[src/inc/mrs_params.svh]
// Timing counts, offsets and field positions for the run ramp sequencer
`ifndef MRS_PARAMS_SVH
`define MRS_PARAMS_SVH

// ----------------------------------------------------------------
// Clock and timebase
// ----------------------------------------------------------------
`define MRS_CLK_MHZ 250
`define MRS_TICK_US 1000
`define MRS_TICK_CYCLES (`MRS_TICK_US * `MRS_CLK_MHZ)

// ----------------------------------------------------------------
// Times in milliseconds, counted in timebase ticks
// ----------------------------------------------------------------
`define MRS_BRAKE_HOLD_MS 100
`define MRS_INSTOP_MS 400
`define MRS_MIN_ON_MS 10
`define MRS_FILTER_MS 5

// ----------------------------------------------------------------
// Ramp settings, times in tenths of a second
// ----------------------------------------------------------------
`define MRS_TIME_MIN_DECEL_ON 8'h02
`define MRS_TIME_MIN_DECEL_OFF 8'h00
`define MRS_TIME_MAX 8'h96
`define MRS_MS_PER_TENTH 16'h0064
`define MRS_REMOTE_REF_RPM 16'h03E8

// ----------------------------------------------------------------
// Controller register map and fields
// ----------------------------------------------------------------
`define MRS_REG_CMD 4'h0
`define MRS_REG_STATUS 4'h4
`define MRS_CMD_RESET 5'h00
`define MRS_CMD_FWD 0
`define MRS_CMD_REV 1
`define MRS_CMD_SEL0 2
`define MRS_CMD_SEL1 3
`define MRS_CMD_FREE 4
`define MRS_STAT_PENDING 8
`define MRS_STAT_RUNNING 9

`endif

[src/inc/mrs_pkg.sv]
// Types shared by both ends of the run ramp sequencer
package mrs_pkg;
  typedef logic [15:0] mrs_rpm_t;
  typedef logic [7:0] mrs_time_t;
  typedef logic [1:0] mrs_sel_t;
  typedef enum logic [2:0] {
    MRS_ST_IDLE = 3'b000,
    MRS_ST_RUN = 3'b001,
    MRS_ST_DECEL = 3'b010,
    MRS_ST_INSTOP = 3'b011,
    MRS_ST_HOLD = 3'b100
  } mrs_state_t;
endpackage

[src/inc/mrs_link_if.sv]
// Discrete input link between controller and motor sequencer
interface mrs_link_if;
  logic forward_run_input;
  logic reverse_run_input;
  logic data_select_bit0;
  logic data_select_bit1;
  logic brake_free_input;
  logic motor_running;

  modport dev (
    input forward_run_input,
    input reverse_run_input,
    input data_select_bit0,
    input data_select_bit1,
    input brake_free_input,
    output motor_running
  );

  modport ctl (
    output forward_run_input,
    output reverse_run_input,
    output data_select_bit0,
    output data_select_bit1,
    output brake_free_input,
    input motor_running
  );
endinterface

[src/mrs_device.sv]
// Motor run sequencer: input filter, entry select, ramp engine, stop and brake sequencing
// Summary of operation
// [RQ1] Ramp times limited 0.2 to 15.0 s
// [RQ2] Decel control off: lower limit 0.0 s
// [RQ3] Panel speed: time spans current to target
// [RQ4] Remote speed: time spans 0 to 1000 r/min
// [RQ5] Direction setting swaps forward shaft direction
// [RQ6] Brake hold 0.1 s only with decel control
// [RQ7] Controller holds each input 10 ms minimum
// [RQ8] Instantaneous stop brakes actively for 0.4 s
// [RQ9] Brake free input releases the brake
// [RQ10] Select bits pick entry 0 to 3
// [RQ11] Drive with selected entry speed and ramps
// [RQ12] External command feeds entry 0 only
// [RQ13] Entry change while running re-ramps to it
// [RQ14] Decel control off: no downhill regulation
// [RQ15] Vertical use keeps speed 300 to 1400/1600; entry and external speeds are used unlimited here
// [RQ16] Vertical use keeps deceleration stop mode; ramp_down_stop_mode is a free input here
// [RQ17] Run input released: ramp down to stop
// [RQ18] Both run inputs: instantaneous stop
// [RQ19] Inputs synchronised and filtered on ms tick
//
// Chosen here: the register offsets and the AXI4-Lite interface to the registers.
`include "mrs_params.svh"

module mrs_device #(
  parameter int TICK_CYCLES = `MRS_TICK_CYCLES
) (
  // Clock and reset
  input wire logic clock,
  input wire logic resetn,
  // Link to controller
  mrs_link_if.dev link,
  // Configuration
  input wire logic decel_ctrl_en,
  input wire logic dir_swap,
  input wire logic ext_speed_en,
  input wire logic ramp_down_stop_mode,
  // Operation data
  input mrs_pkg::mrs_rpm_t entry_speed [4],
  input mrs_pkg::mrs_time_t entry_accel [4],
  input mrs_pkg::mrs_time_t entry_decel [4],
  input mrs_pkg::mrs_rpm_t ext_speed_rpm,
  // Motor outputs
  output mrs_pkg::mrs_rpm_t speed_rpm,
  output logic dir_reverse,
  output logic drive_on,
  output logic active_brake,
  output logic brake_release,
  output logic speed_regulate,
  output mrs_pkg::mrs_sel_t selected_entry,
  output mrs_pkg::mrs_state_t state
);
  import mrs_pkg::*;

  // ----------------------------------------------------------------
  // Millisecond timebase
  // ----------------------------------------------------------------
  logic [17:0] div_r;
  logic tick;

  always_ff @(posedge clock) begin
    if (!resetn || tick) begin
      div_r <= 18'h00000;
    end else begin
      div_r <= div_r + 18'h00001;
    end
  end
  assign tick = (div_r == 18'(TICK_CYCLES - 1));

  // ----------------------------------------------------------------
  // Input synchroniser and filter
  // ----------------------------------------------------------------
  logic [4:0] raw;
  logic [4:0] meta_r;
  logic [4:0] sync_r;
  logic [4:0] filt_r;

  assign raw = {link.brake_free_input, link.data_select_bit1, link.data_select_bit0,
                link.reverse_run_input, link.forward_run_input};

  always_ff @(posedge clock) begin
    if (!resetn) begin
      meta_r <= 5'h00;
      sync_r <= 5'h00;
    end else begin
      meta_r <= raw; // RQ19
      sync_r <= meta_r;
    end
  end

  // A level must stay put for a few ticks; shorter than the 10 ms hold the controller keeps
  genvar gi;
  generate
    for (gi = 0; gi < 5; gi++) begin : g_filt
      logic [3:0] cnt_r;
      always_ff @(posedge clock) begin
        if (!resetn) begin
          cnt_r <= 4'h0;
          filt_r[gi] <= 1'b0;
        end else if (sync_r[gi] == filt_r[gi]) begin
          cnt_r <= 4'h0;
        end else if (tick) begin
          if (cnt_r == 4'(`MRS_FILTER_MS - 1)) begin // RQ19 RQ7
            filt_r[gi] <= sync_r[gi];
            cnt_r <= 4'h0;
          end else begin
            cnt_r <= cnt_r + 4'h1;
          end
        end
      end
    end
  endgenerate

  logic f_fwd;
  logic f_rev;
  logic f_free;
  logic one_run;
  logic both_run;
  logic req_dir;
  assign f_fwd = filt_r[0];
  assign f_rev = filt_r[1];
  assign f_free = filt_r[4];
  assign one_run = f_fwd ^ f_rev;
  assign both_run = f_fwd & f_rev;
  assign req_dir = f_rev ^ dir_swap; // RQ5

  // ----------------------------------------------------------------
  // Entry selection
  // ----------------------------------------------------------------
  mrs_sel_t sel;
  logic remote;
  mrs_rpm_t tgt_rpm;
  assign sel = filt_r[3:2]; // RQ10
  assign remote = (sel == 2'h0) && ext_speed_en; // RQ12
  assign tgt_rpm = remote ? ext_speed_rpm : entry_speed[sel]; // RQ11 RQ13

  // Out-of-range settings are clamped rather than rejected
  function automatic mrs_time_t clamp_time(input mrs_time_t t, input logic dc_en);
    mrs_time_t lo;
    lo = dc_en ? `MRS_TIME_MIN_DECEL_ON : `MRS_TIME_MIN_DECEL_OFF; // RQ1 RQ2
    if (t < lo) begin
      clamp_time = lo;
    end else if (t > `MRS_TIME_MAX) begin
      clamp_time = `MRS_TIME_MAX;
    end else begin
      clamp_time = t;
    end
  endfunction

  // ----------------------------------------------------------------
  // Sequencer
  // ----------------------------------------------------------------
  mrs_state_t state_r;
  mrs_state_t state_nxt;
  logic dir_r;
  logic [8:0] tmr_r;
  mrs_rpm_t spd_r;

  always_comb begin
    state_nxt = state_r;
    case (state_r)
      MRS_ST_IDLE: begin
        if (one_run) begin
          state_nxt = MRS_ST_RUN;
        end
      end
      MRS_ST_RUN: begin
        if (both_run) begin
          state_nxt = MRS_ST_INSTOP; // RQ18
        end else if (!one_run) begin
          state_nxt = ramp_down_stop_mode ? MRS_ST_DECEL : MRS_ST_IDLE; // RQ17
        end
      end
      MRS_ST_DECEL: begin
        if (both_run) begin
          state_nxt = MRS_ST_INSTOP; // RQ18
        end else if (one_run) begin
          state_nxt = MRS_ST_RUN;
        end else if (spd_r == 16'h0000) begin
          state_nxt = decel_ctrl_en ? MRS_ST_HOLD : MRS_ST_IDLE; // RQ6
        end
      end
      MRS_ST_INSTOP: begin
        if (tick && tmr_r == 9'(`MRS_INSTOP_MS - 1)) begin // RQ8
          state_nxt = decel_ctrl_en ? MRS_ST_HOLD : MRS_ST_IDLE; // RQ6
        end
      end
      MRS_ST_HOLD: begin
        if (tick && tmr_r == 9'(`MRS_BRAKE_HOLD_MS - 1)) begin // RQ6
          state_nxt = MRS_ST_IDLE;
        end
      end
      default: begin
        state_nxt = MRS_ST_IDLE;
      end
    endcase
  end

  always_ff @(posedge clock) begin
    if (!resetn) begin
      state_r <= MRS_ST_IDLE;
    end else begin
      state_r <= state_nxt;
    end
  end

  always_ff @(posedge clock) begin
    if (!resetn || state_nxt != state_r) begin
      tmr_r <= 9'h000;
    end else if (tick) begin
      tmr_r <= tmr_r + 9'h001;
    end
  end

  // Direction flips only at standstill
  always_ff @(posedge clock) begin
    if (!resetn) begin
      dir_r <= 1'b0;
    end else if (one_run && spd_r == 16'h0000) begin
      dir_r <= req_dir; // RQ5
    end
  end

  // ----------------------------------------------------------------
  // Ramp engine
  // ----------------------------------------------------------------
  // Each tick adds the slope numerator; the cycles in between drain it one r/min per
  // cycle against the ramp time in ms, which avoids a divider.
  mrs_rpm_t goal;
  mrs_rpm_t goal_r;
  mrs_rpm_t num_r;
  mrs_time_t tsel;
  logic [15:0] den;
  logic [23:0] acc_r;

  assign goal = (state_r == MRS_ST_RUN && dir_r == req_dir) ? tgt_rpm : 16'h0000;
  assign tsel = clamp_time((spd_r < goal) ? entry_accel[sel] : entry_decel[sel], decel_ctrl_en);
  assign den = 16'(tsel * `MRS_MS_PER_TENTH);

  always_ff @(posedge clock) begin
    if (!resetn) begin
      goal_r <= 16'h0000;
      num_r <= 16'h0000;
    end else if (goal != goal_r) begin
      goal_r <= goal;
      if (remote) begin
        num_r <= `MRS_REMOTE_REF_RPM; // RQ4
      end else begin
        num_r <= (goal > spd_r) ? goal - spd_r : spd_r - goal; // RQ3
      end
    end
  end

  always_ff @(posedge clock) begin
    if (!resetn || state_r == MRS_ST_IDLE || state_r == MRS_ST_INSTOP || state_r == MRS_ST_HOLD) begin
      spd_r <= 16'h0000;
      acc_r <= 24'h000000;
    end else if (spd_r == goal_r) begin
      acc_r <= 24'h000000;
    end else if (den == 16'h0000) begin
      spd_r <= goal_r;
    end else if (tick) begin
      acc_r <= acc_r + {8'h00, num_r};
    end else if (acc_r >= {8'h00, den}) begin
      acc_r <= acc_r - {8'h00, den}; // RQ11 RQ13
      spd_r <= (spd_r < goal_r) ? spd_r + 16'h0001 : spd_r - 16'h0001;
    end
  end

  // ----------------------------------------------------------------
  // Registered outputs
  // ----------------------------------------------------------------
  always_ff @(posedge clock) begin
    if (!resetn) begin
      speed_rpm <= 16'h0000;
      dir_reverse <= 1'b0;
      drive_on <= 1'b0;
      active_brake <= 1'b0;
      brake_release <= 1'b0;
      speed_regulate <= 1'b0;
      selected_entry <= 2'h0;
      state <= MRS_ST_IDLE;
      link.motor_running <= 1'b0;
    end else begin
      speed_rpm <= spd_r;
      dir_reverse <= dir_r;
      drive_on <= (state_r == MRS_ST_RUN) || (state_r == MRS_ST_DECEL);
      active_brake <= (state_r == MRS_ST_INSTOP); // RQ8
      // Brake free drops holding force even at standstill: unsafe for hanging loads
      brake_release <= f_free || (state_r == MRS_ST_RUN) || (state_r == MRS_ST_DECEL); // RQ9 RQ6
      speed_regulate <= decel_ctrl_en && (state_r == MRS_ST_RUN || state_r == MRS_ST_DECEL); // RQ14
      selected_entry <= sel;
      state <= state_r;
      link.motor_running <= (spd_r != 16'h0000);
    end
  end

endmodule

[src/flat_wrapper.sv]
// flat-port wrapper written by rule: the top's interface ports become plain ports
module mrs_device_flat import mrs_pkg::*;
#(
  parameter int TICK_CYCLES = `MRS_TICK_CYCLES
)
  (clock, resetn, decel_ctrl_en, dir_swap, ext_speed_en, ramp_down_stop_mode, entry_speed, entry_accel, entry_decel, ext_speed_rpm, speed_rpm, dir_reverse, drive_on, active_brake, brake_release, speed_regulate, selected_entry, state, link_forward_run_input, link_reverse_run_input, link_data_select_bit0, link_data_select_bit1, link_brake_free_input, link_motor_running);
  mrs_link_if link_i ();
  input wire logic clock;
  input wire logic resetn;
  input wire logic decel_ctrl_en;
  input wire logic dir_swap;
  input wire logic ext_speed_en;
  input wire logic ramp_down_stop_mode;
  input mrs_pkg::mrs_rpm_t entry_speed[4];
  input mrs_pkg::mrs_time_t entry_accel[4];
  input mrs_pkg::mrs_time_t entry_decel[4];
  input mrs_pkg::mrs_rpm_t ext_speed_rpm;
  output mrs_pkg::mrs_rpm_t speed_rpm;
  output logic dir_reverse;
  output logic drive_on;
  output logic active_brake;
  output logic brake_release;
  output logic speed_regulate;
  output mrs_pkg::mrs_sel_t selected_entry;
  output mrs_pkg::mrs_state_t state;
  input wire logic [$bits(link_i.forward_run_input)-1:0] link_forward_run_input;
  input wire logic [$bits(link_i.reverse_run_input)-1:0] link_reverse_run_input;
  input wire logic [$bits(link_i.data_select_bit0)-1:0] link_data_select_bit0;
  input wire logic [$bits(link_i.data_select_bit1)-1:0] link_data_select_bit1;
  input wire logic [$bits(link_i.brake_free_input)-1:0] link_brake_free_input;
  output wire logic [$bits(link_i.motor_running)-1:0] link_motor_running;
  assign link_i.forward_run_input = link_forward_run_input;
  assign link_i.reverse_run_input = link_reverse_run_input;
  assign link_i.data_select_bit0 = link_data_select_bit0;
  assign link_i.data_select_bit1 = link_data_select_bit1;
  assign link_i.brake_free_input = link_brake_free_input;
  assign link_motor_running = link_i.motor_running;
  mrs_device #(.TICK_CYCLES(TICK_CYCLES)) u_core (.clock(clock), .resetn(resetn), .link(link_i), .decel_ctrl_en(decel_ctrl_en), .dir_swap(dir_swap), .ext_speed_en(ext_speed_en), .ramp_down_stop_mode(ramp_down_stop_mode), .entry_speed(entry_speed), .entry_accel(entry_accel), .entry_decel(entry_decel), .ext_speed_rpm(ext_speed_rpm), .speed_rpm(speed_rpm), .dir_reverse(dir_reverse), .drive_on(drive_on), .active_brake(active_brake), .brake_release(brake_release), .speed_regulate(speed_regulate), .selected_entry(selected_entry), .state(state));
endmodule
[config.mk]
export PLATFORM = sky130hd
export DESIGN_NAME = mrs_device_flat
export DESIGN_NICKNAME = d
export VERILOG_FILES = /design/src/inc/mrs_pkg.sv /design/src/inc/mrs_link_if.sv /design/src/mrs_device.sv /design/src/flat_wrapper.sv
export VERILOG_INCLUDE_DIRS = /design/src /design/src/inc
export SDC_FILE = /design/constraint.sdc
export NUM_CORES = 1
export LEC_CHECK = 0
export ABC_AREA = 0
export BUFFER_PORTS_ARGS = -buffer_cell sky130_fd_sc_hd__buf_2
export CAP_MARGIN = 20
export CORE_ASPECT_RATIO = 0.9
export CORE_MARGIN = 2
export CORE_UTILIZATION = 55
export DETAILED_ROUTE_END_ITERATION = 10
export GPL_ROUTABILITY_DRIVEN = 0
export GPL_TIMING_DRIVEN = 0
export PLACE_DENSITY = 0.77
export SLEW_MARGIN = 20
export SYNTH_ARGS = -nofsm -noshare
export SYNTH_HDL_FRONTEND = slang
export SYNTH_SLANG_ARGS = --single-unit
export TNS_END_PERCENT = 20
[constraint.sdc]
create_clock -name clock -period 9.7 [get_ports clock]
set_input_delay 0.97 -clock clock [delete_from_list [all_inputs] [get_ports clock]]
set_output_delay 0.97 -clock clock [all_outputs]
set_load 0.01 [all_outputs]
Yosys cells after proc, flatten, opt, wreduce, memory -nomap -nowiden
Index checks and enable logic that the tools add are counted.
- register bits after elaboration: 165
- output and inout port bits: 27
- add/sub/neg operators: 13
- $mul: 1
- magnitude comparators: 7
- equality and inequality tests: 22
- multiplexer cells: 39
- bitwise logic cells: 12
- reduce and logical (&&, ||, !) cells: 35
- operators with widths (kind ; count):
    $mux W16 ; 10
    $mux W8 ; 7
    $mux W24 ; 2
    $bmux W16 S2 ; 1
    $bmux W8 S2 ; 2
    $logic_not A16 Y1 ; 2
    $lt A16 B16 Y1 ; 2
    $sub A16 B16 Y16 ; 2
    $mux W3 ; 9
    $add A24 B16 Y24 ; 1
    $ge A24 B15 Y1 ; 1
    $sub A24 B15 Y24 ; 1
    $add A4 B1 Y4 const B ; 5
    $eq A4 B3 Y1 const B ; 5
    $mux W4 ; 5
    $add A18 B1 Y18 const B ; 1
    $eq A18 B18 Y1 const B ; 1
    $reduce_and A3 Y1 ; 6
    $add A16 B1 Y16 const B ; 1
    $eq A16 B16 Y1 ; 1
    $gt A16 B16 Y1 ; 1
    $ne A16 B16 Y1 ; 1
    $reduce_bool A16 Y1 ; 1
    $sub A16 B1 Y16 const B ; 1
    27 further kinds ; 60

Longest topological paths before layout
Gate-level depths: netlist of the first run.
- word-level depth: 16
- depth in mapped cells: 40
- depth with buffers taken out: 35

Least setup slack after synthesis of the first run
Ideal clock, no wire load.
- path type: input-to-reg
- start: in dir_swap
- end: reg u_core.spd_r[10]
- library setup time: 81 ps
- data arrival time: 8901 ps
- path slack: 718 ps
- cell stages on the path: 31
- path buffers: 5
- path through: xnor2_1 > xnor2_1 > nor4_2 > buf_2 > o221ai_1 > ha_1 > clkbuf_1 > nand4_1 > or2_2 > o221ai_1 > clkbuf_1 > mux2i_1 > nor2_1 > ha_1 > ha_1 > fa_1 > ha_1 > a21o_1 > a2111o_1 > a21o_1 > a21oi_1 > xnor2_1 > inv_1 > ha_1 > clkbuf_1 > and2_1 > o2111ai_1 > a211oi_1 > clkbuf_1 > nor3_1 > a211oi_2
- cells in the longest elaborated chain, start to end: 13
- ends and longest elaborated chain (what ; RTL line ; source):
    start: declaration ; flat_wrapper.sv:11 ; input wire logic dir_swap;
    $xor A1 B1 Y1 (*) ; mrs_device.sv:126 ; assign req_dir = f_rev ^ dir_swap;
    $eq A1 B1 Y1 (*) ; mrs_device.sv:237 ; assign goal = (state_r == MRS_ST_RUN && dir_r == req_dir) ? tgt_rpm : 16'h0000;
    $logic_and A1 B1 Y1 (*) ; mrs_device.sv:237 ;
    $mux W16 (*) ; mrs_device.sv:237 ;
    $lt A16 B16 Y1 (*) ; mrs_device.sv:238 ; assign tsel = clamp_time((spd_r < goal) ? entry_accel[sel] : entry_decel[sel], decel_ctrl_en);
    $mux W8 (*) ; mrs_device.sv:238 ;
    $gt A8 B8 Y1 (no source line) ; -- ;
    $mux W8 ; mrs_device.sv:144 ; end else if (t > `MRS_TIME_MAX) begin
    $mux W8 (*) ; mrs_device.sv:142 ; if (t < lo) begin
    $mul A8 B5 Y13 (no source line) (*) ; -- ;
    $ge A24 B15 Y1 or $logic_not A16 Y1 (tied branches) ; mrs_device.sv:265, mrs_device.sv:261 ;
    $reduce_bool A2 Y1 (no source line) or $ne A2 B2 Y1 (tied branches) ; -- ;
    $reduce_and A3 Y1 (no source line) ; -- ;
    end signal: assignment ; mrs_device.sv:262 ; spd_r <= goal_r;
    end signal: assignment ; mrs_device.sv:267 ; spd_r <= (spd_r < goal_r) ? spd_r + 16'h0001 : spd_r - 16'h0001;
    end: declaration ; mrs_device.sv:158 ; mrs_rpm_t spd_r;
Every way passes the cells marked *; elsewhere a longest branch is shown, timed or not.
A chain may end at the register's enable or synchronous reset.

Worst setup path after layout of the first run
- start: reg u_core.filt_r[3]
- end: reg u_core.spd_r[7]
- cells in the longest elaborated chain, start to end: 15
- ends and longest elaborated chain (what ; RTL line ; source):
    start: declaration ; mrs_device.sv:77 ; logic [4:0] filt_r;
    start signal: indexed assignment ; mrs_device.sv:105 ; filt_r[gi] <= sync_r[gi];
    $not A2 Y3 (not written as such) ; mrs_device.sv:136, mrs_device.sv:238 ;
    $bmux W16 S2 ; mrs_device.sv:136 ; assign tgt_rpm = remote ? ext_speed_rpm : entry_speed[sel];
    $mux W16 (not written as such) (2 in a row) ; mrs_device.sv:136 ;
    $mux W16 ; mrs_device.sv:136 ;
    $mux W16 ; mrs_device.sv:237 ;
    $lt A16 B16 Y1 ; mrs_device.sv:238 ;
    $mux W8 (*) ; mrs_device.sv:238 ;
    $gt A8 B8 Y1 (no source line) ; -- ;
    $mux W8 ; mrs_device.sv:144 ;
    $mux W8 (*) ; mrs_device.sv:142 ;
    $mul A8 B5 Y13 (no source line) (*) ; -- ;
    $ge A24 B15 Y1 or $logic_not A16 Y1 (tied branches) ; mrs_device.sv:265, mrs_device.sv:261 ;
    $reduce_bool A2 Y1 (no source line) or $ne A2 B2 Y1 (tied branches) ; -- ;
    $reduce_and A3 Y1 (no source line) ; -- ;
Every way passes the cells marked *; elsewhere a longest branch is shown, timed or not. The select of a mux whose other input is x is not followed.

==> results.toml, run 1 <==
[outcome]
outcome = "complete, no violations"

[sta]
skew_ns = 0.0142
finalSetupViolCount = 0
tightest_slew_ns = 1.00
slew_violations = 0
setup_ws_ns = 0.398
fin_crit_ns = 9.30
finalCritPeriodShare_pct = 95.9
max_freq_ghz = 0.108
hold_violations = 0
slew-limit-headroom_pct = 31.4

[routing]
drtPass1Iterations = 6
wl_met1_um = 17000
drc_errors = 0
vias = 13100
drt_iter0_drc = 1142
routed.top_layer = "met4"
wl_met3_um = 2990
wl_met2_um = 18000
routed_via_density = 6.08
antenna_left = 0
totalWireLength_um = 39200
wire_per_inst_um = 18.3

[critical_path]
endpoint_kind = "register"
startpoint_type = "register"
worstPathArrival_ns = 9.60
setup.worst_path.class = "reg -> reg"
crit_top_cell = "ha_1"
crit_fanout = 10
crit_required_ns = 10.00
cp_slowest_cell = "fa_1"
timing.rr.start = "u_core.filt_r[3]"
cp-startpoint = "u_core.filt_r[3]"
max_stage_delay_ns = 0.51

[power]
ir_worst_vdd_mv = 0.106
leakage_nw = 6.97
p_per_area_mw_per_mm2 = 109

[placed_design]
place_ws_ns = -1.65
dpl.cell_count = 2111
dp_hpwl_um = 30600
io_buffers = 180

[synthesis]
syn_nets = 1922
ys_top_cells_by_area = "dfxtp_1 25%, ha_1 12%, nor2_1 5.1%, a21oi_1 4.6%, xnor2_1 4.2%"
yosys_warnings = 0
synth-main-ff-cell = "dfxtp_1"
synth_common_cells = "181 x nor2_1, 165 x dfxtp_1, 130 x ha_1"
syn_inst = 1629
ys_seq_elements = 165
yosysTopAreaCell = "dfxtp_1"
synth_top_area_share_pct = 24.9
synthDistinctLibCells = 85
netlist_area_mm2 = 0.0133
yosysSeqAreaShare_pct = 24.9
async_flop_share_pct = 0
synth-edff-count = 0
yosysMostFrequentCell = "nor2_1"
avgSynthCellArea_um2 = 8.14

[final_layout]
drive_gt1_share_pct = 17.3
fill_cells = 2018
area_growth_pct = 15.3
antenna_cells = 0
nets = 2123
instances_no_fill = 2145
ff_latch_area_mm2 = 0.00330
multi_input_area_mm2 = 0.00922

[floorplan]
core_area_mm2 = 0.0235
ios = 182
die_x_um = 168
dieArea_mm2 = 0.0254
initial_core_util_pct = 56.3
fp.dieH_um = 151
fp-row-count = 53

[cts]
htree_levels = 4
cts_buffer_depth = 2
cts_tree = "yes"
clk_pin_slew_ns = 0.08
clockRootBuffer = "clkbuf_16"
clkLatencyLatePin_ns = 0.45
cts_sinks = 165
numCtsBuffers = 17

[global_route]
antenna_found_initial = 0
grt_max_degree = 21
gr-total-overflow = 0
grt_util_all_layers_pct = 30.4
first_global_vias = 12200
grt_pass1_wl_um = 61600

[hold_path]
min_from = "u_core.meta_r[0]"
min_path_type = "reg -> reg"

[job]
cap_violations = 0
==> area by class of cell <==
class	count	share of cell area, %
buffer	76	2.42
clock buffer	17	2.78
clock inverter	15	1.28
inverter	124	3.05
multi-input combinational	1262	60.3
sequential	165	21.6
tap	302	2.47
timing repair buffer	184	6.09
==> placed cells by master (no fill, tap or decap), types with 36 or more instances in the layout <==
cell type and instances:
o21ai_0 50, xor2_1 36, mux2i_1 37, a21oi_1 120, xnor2_1 63, nand2_1 93
nor3_1 48, dfxtp_1 165, buf_2 188, nand3_1 36, a21o_1 52, clkbuf_1 41
ha_1 128, inv_1 123, nor2_1 181
==> flip-flops by register name (all words and copies together) (netlist names), 2 cells and up <==
signal and flops:
u_core.sync_r 5, u_core.state 3, u_core.acc_r 24, u_core.state_r 3, u_core.spd_r 16, u_core.goal_r 16
u_core.g_filt.cnt_r 20, u_core.meta_r 5, u_core.num_r 16, u_core.selected_entry 2, u_core.tmr_r 9, u_core.filt_r 2
u_core.div_r 18, u_core.speed_rpm 16
==> stage by stage <==
step / hold WS, ns / setup TNS, ns / utilization, % / power, W / cell area, µm²
after detailed placement: 0.419 / -50.81 / 61.7 / 0.000965 / 14500
after CTS: 0.432 / 0 / 64.7 / 0.00166 / 15200
after global routing: 0.449 / -0.0180 / 64.9 / 0.00172 / 15300
after floorplan: 0.412 / 0 / - / 0.000888 / 13300
after global placement: 0.419 / -47.77 / 61.7 / 0.000956 / 14500
final: 0.432 / 0 / 64.9 / 0.00166 / 15300
==> routing by layer <==
layer | up-vias | GRT usage [%]
li1 | 6266 | -
met1 | 6136 | 38.5
met2 | 567 | 52.1
met3 | 82 | 5.54
met4 | 0 | 11.2
met5 | - | 0
==> timing repair <==
| item | in CTS | in global routing |
|---|---|---|
| gates resized for setup | 14 | 18 |
| pin swaps | 2 | 3 |
| endpoints found under the hold margin | 0 | 0 |
| buffers inserted | 2 | 2 |
| hold buffers | 0 | 0 |
| setup endpoints to repair | 40 | 38 |
==> power by group <==
part	leakage, nW	internal [W]	total, W	switching [W]
sequential	1.33	0.000680	0.000681	0.00000146
clock	0.297	0.000353	0.000705	0.000352
combinational	5.35	0.000124	0.000275	0.000150
total	6.97	0.00116	0.00166	0.000504
==> critical path, delay by kind of cell, from the launching register on <==
kind                     cells  cell delay (ns)
AO/OA/AOI/OAI               14             3.61
flip-flops                   1             0.43
multiplexers                 1             0.37
AND/OR/NAND/NOR              4             1.03
XOR/XNOR                     1             0.19
buffers and inverters        7             1.38
adder cells (fa/ha/maj)      6             2.11
==> kinds of logic (layout without fill, tap and decap cells) <==
family	Yosys count	count (layout)	synth area share, %
compound gates	431	431	22.3
xor+xnor	100	100	6.71
fa+ha+maj	142	142	13.8
buf+inv	202	416	6.19
flops	165	165	24.9
mux	70	70	6.96
simple gates	519	519	19.1
==> path summary, 6_finish.rpt <==
kind                                         end  cells after the start  slack, ns
worst max register to register   u_core.spd_r[7]                     33       0.40
worst min-delay path            u_core.sync_r[0]                      1       0.43
worst min register to register  u_core.sync_r[0]                      1       0.43
worst max-delay path             u_core.spd_r[7]                     33       0.40
(Power assumes the default switching activity.)
==> run 2, diff against run 1 <==
--- a/config.mk
+++ b/config.mk
@@ -14,7 +14,6 @@
 export CORE_UTILIZATION = 55
 export DETAILED_ROUTE_END_ITERATION = 10
 export GPL_ROUTABILITY_DRIVEN = 0
-export GPL_TIMING_DRIVEN = 0
 export PLACE_DENSITY = 0.77
 export SLEW_MARGIN = 20
 export SYNTH_ARGS = -nofsm -noshare
==> run 2 against run 1 <==
  * Register-to-register slack improved by 0.26 ns
  * Global-route usage fell by 2.6 points
  * Via count fell by 3.1%
  * Die area did not move
  * Combinational power fell by 2%
  * Clock power fell by 3.0%
  * Power fell by 1.6%
  * Worst setup slack improved by 0.26 ns
  * Hold slack improved by 0.0058 ns
  * Clock-buffer cell count did not move
  * Maximum frequency rose by 2.9%
  * Clock skew barely moved
  * Highest routed layer unchanged
==> results.toml, run 2 (synthesis gave the netlist of run 1 again) <==
[floorplan]
ios = 182
initial_core_util_pct = 56.3
core_area_mm2 = 0.0235
fp.dieH_um = 151
fp-row-count = 53
dieArea_mm2 = 0.0254
die_x_um = 168

[critical_path]
timing.rr.start = "u_core.filt_r[3]"
endpoint_kind = "register"
crit_required_ns = 10.03
cp-startpoint = "u_core.filt_r[3]"
worstPathArrival_ns = 9.37
max_stage_delay_ns = 0.68
r2r_setup_slack_ns = 0.66
crit_buf_inv = 6
cp_top_family = "compound AO/OA/AOI/OAI gates"
crit_fanout = 21
startpoint_type = "register"
setup.worst_path.class = "reg -> reg"
cp_slowest_cell = "nor2_2"

[final_layout]
area_growth_pct = 12.8
nets = 2062
largest_reg_flops = 24
mostFrequentLayoutCells = "181 x nor2_1, 181 x buf_2, 163 x dfxtp_1, 130 x ha_1"
antenna_cells = 0
top_register = "u_core.acc_r"
top_regs = "u_core.acc_r: 24 flops, u_core.g_filt.cnt_r: 20 flops, u_core.div_r: 18 flops"
drive_gt1_share_pct = 16.7
fill_cells = 2055
instances_no_fill = 2084

[job]
cap_violations = 0

[hold_path]
min_path_type = "reg -> reg"
min_from = "u_core.meta_r[4]"

[sta]
finalCritPeriodShare_pct = 93.2
slew-limit-headroom_pct = 31.0
tns_ns = 0
max_freq_ghz = 0.111
slew_violations = 0
finalSetupViolCount = 0
skew_ns = 0.0137
rsz0062_at_grt = "false"
tightest_slew_ns = 1.01
fin_crit_ns = 9.04
hold_violations = 0

[routing]
drt_iter0_drc = 868
drc_errors = 0
antenna_left = 0
drtPass1Iterations = 5
totalWireLength_um = 35900
routed_via_density = 6.07
wire_per_inst_um = 17.2
vias = 12600

[outcome]
outcome = "complete, no violations"

[global_route]
antenna_found_initial = 0
grt_util_all_layers_pct = 27.8
gr-total-overflow = 0
first_global_vias = 11800
grt_max_degree = 68
grt_pass1_wl_um = 56900

[cts]
clkLatencyLatePin_ns = 0.44
clk_pin_slew_ns = 0.08
cts_resized = 0
cts_buffer_depth = 2
clockRootBuffer = "clkbuf_16"
postCtsSetupRepairBufs = 0
numCtsBuffers = 17
holdBufCountCts = 0
cts_tree = "yes"
cts_sinks = 165
htree_levels = 4

[placed_design]
dpl.cell_count = 2051
dp_hpwl_um = 27400
io_buffers = 181

[power]
leakage_nw = 6.82
ir_worst_vdd_mv = 0.111
p_per_area_mw_per_mm2 = 109
[run 2: worst paths after layout]
path / endpoint / depth (start not counted)
setup / recovery: u_core.acc_r[17] / 34
hold / removal: u_core.sync_r[4] / 1
setup reg to reg: u_core.acc_r[17] / 34
hold reg to reg: u_core.sync_r[4] / 1
[run 2: per-layer routing]
metal | up-vias | share of wire, % | routed length (µm) | GRT usage, %
li1 | 6141 | - | - | -
met1 | 5900 | 42 | 15100 | 33.5
met2 | 521 | 47 | 17100 | 49.8
met3 | 81 | 7.3 | 2620 | 4.78
met4 | 0 | 3.2 | 1140 | 10.7
met5 | - | 0 | 0 | 0
[run 2: power by group]
group | total [W] | leakage [nW] | switching [W] | internal, W
combinational | 0.000269 | 5.20 | 0.000147 | 0.000122
clock | 0.000684 | 0.291 | 0.000335 | 0.000350
sequential | 0.000681 | 1.33 | 0.00000143 | 0.000680
[run 2: cell type report]
type | instances | area (µm²) | area share [%]
multi-input combinational | 1262 | 9150 | 61.2
sequential | 165 | 3310 | 22.1
clock inverter | 15 | 178 | 1.19
timing repair buffer | 199 | 1040 | 6.99
clock buffer | 17 | 425 | 2.85
inverter | 124 | 465 | 3.11
tap | 302 | 378 | 2.53
[run 2: stage by stage]
step	setup WS, ns	instance area, µm²	hold slack, ns	total power, W	utilization [%]
floorplan	0.718	13300	0.412	0.000888	-
global placement	0.655	14300	0.413	0.000954	60.9
detailed placement	0.411	14300	0.421	0.000962	60.9
CTS	0.693	14900	0.438	0.00164	63.4
global route	0.204	14900	0.454	0.00171	63.5
finish	0.660	14900	0.438	0.00163	63.5
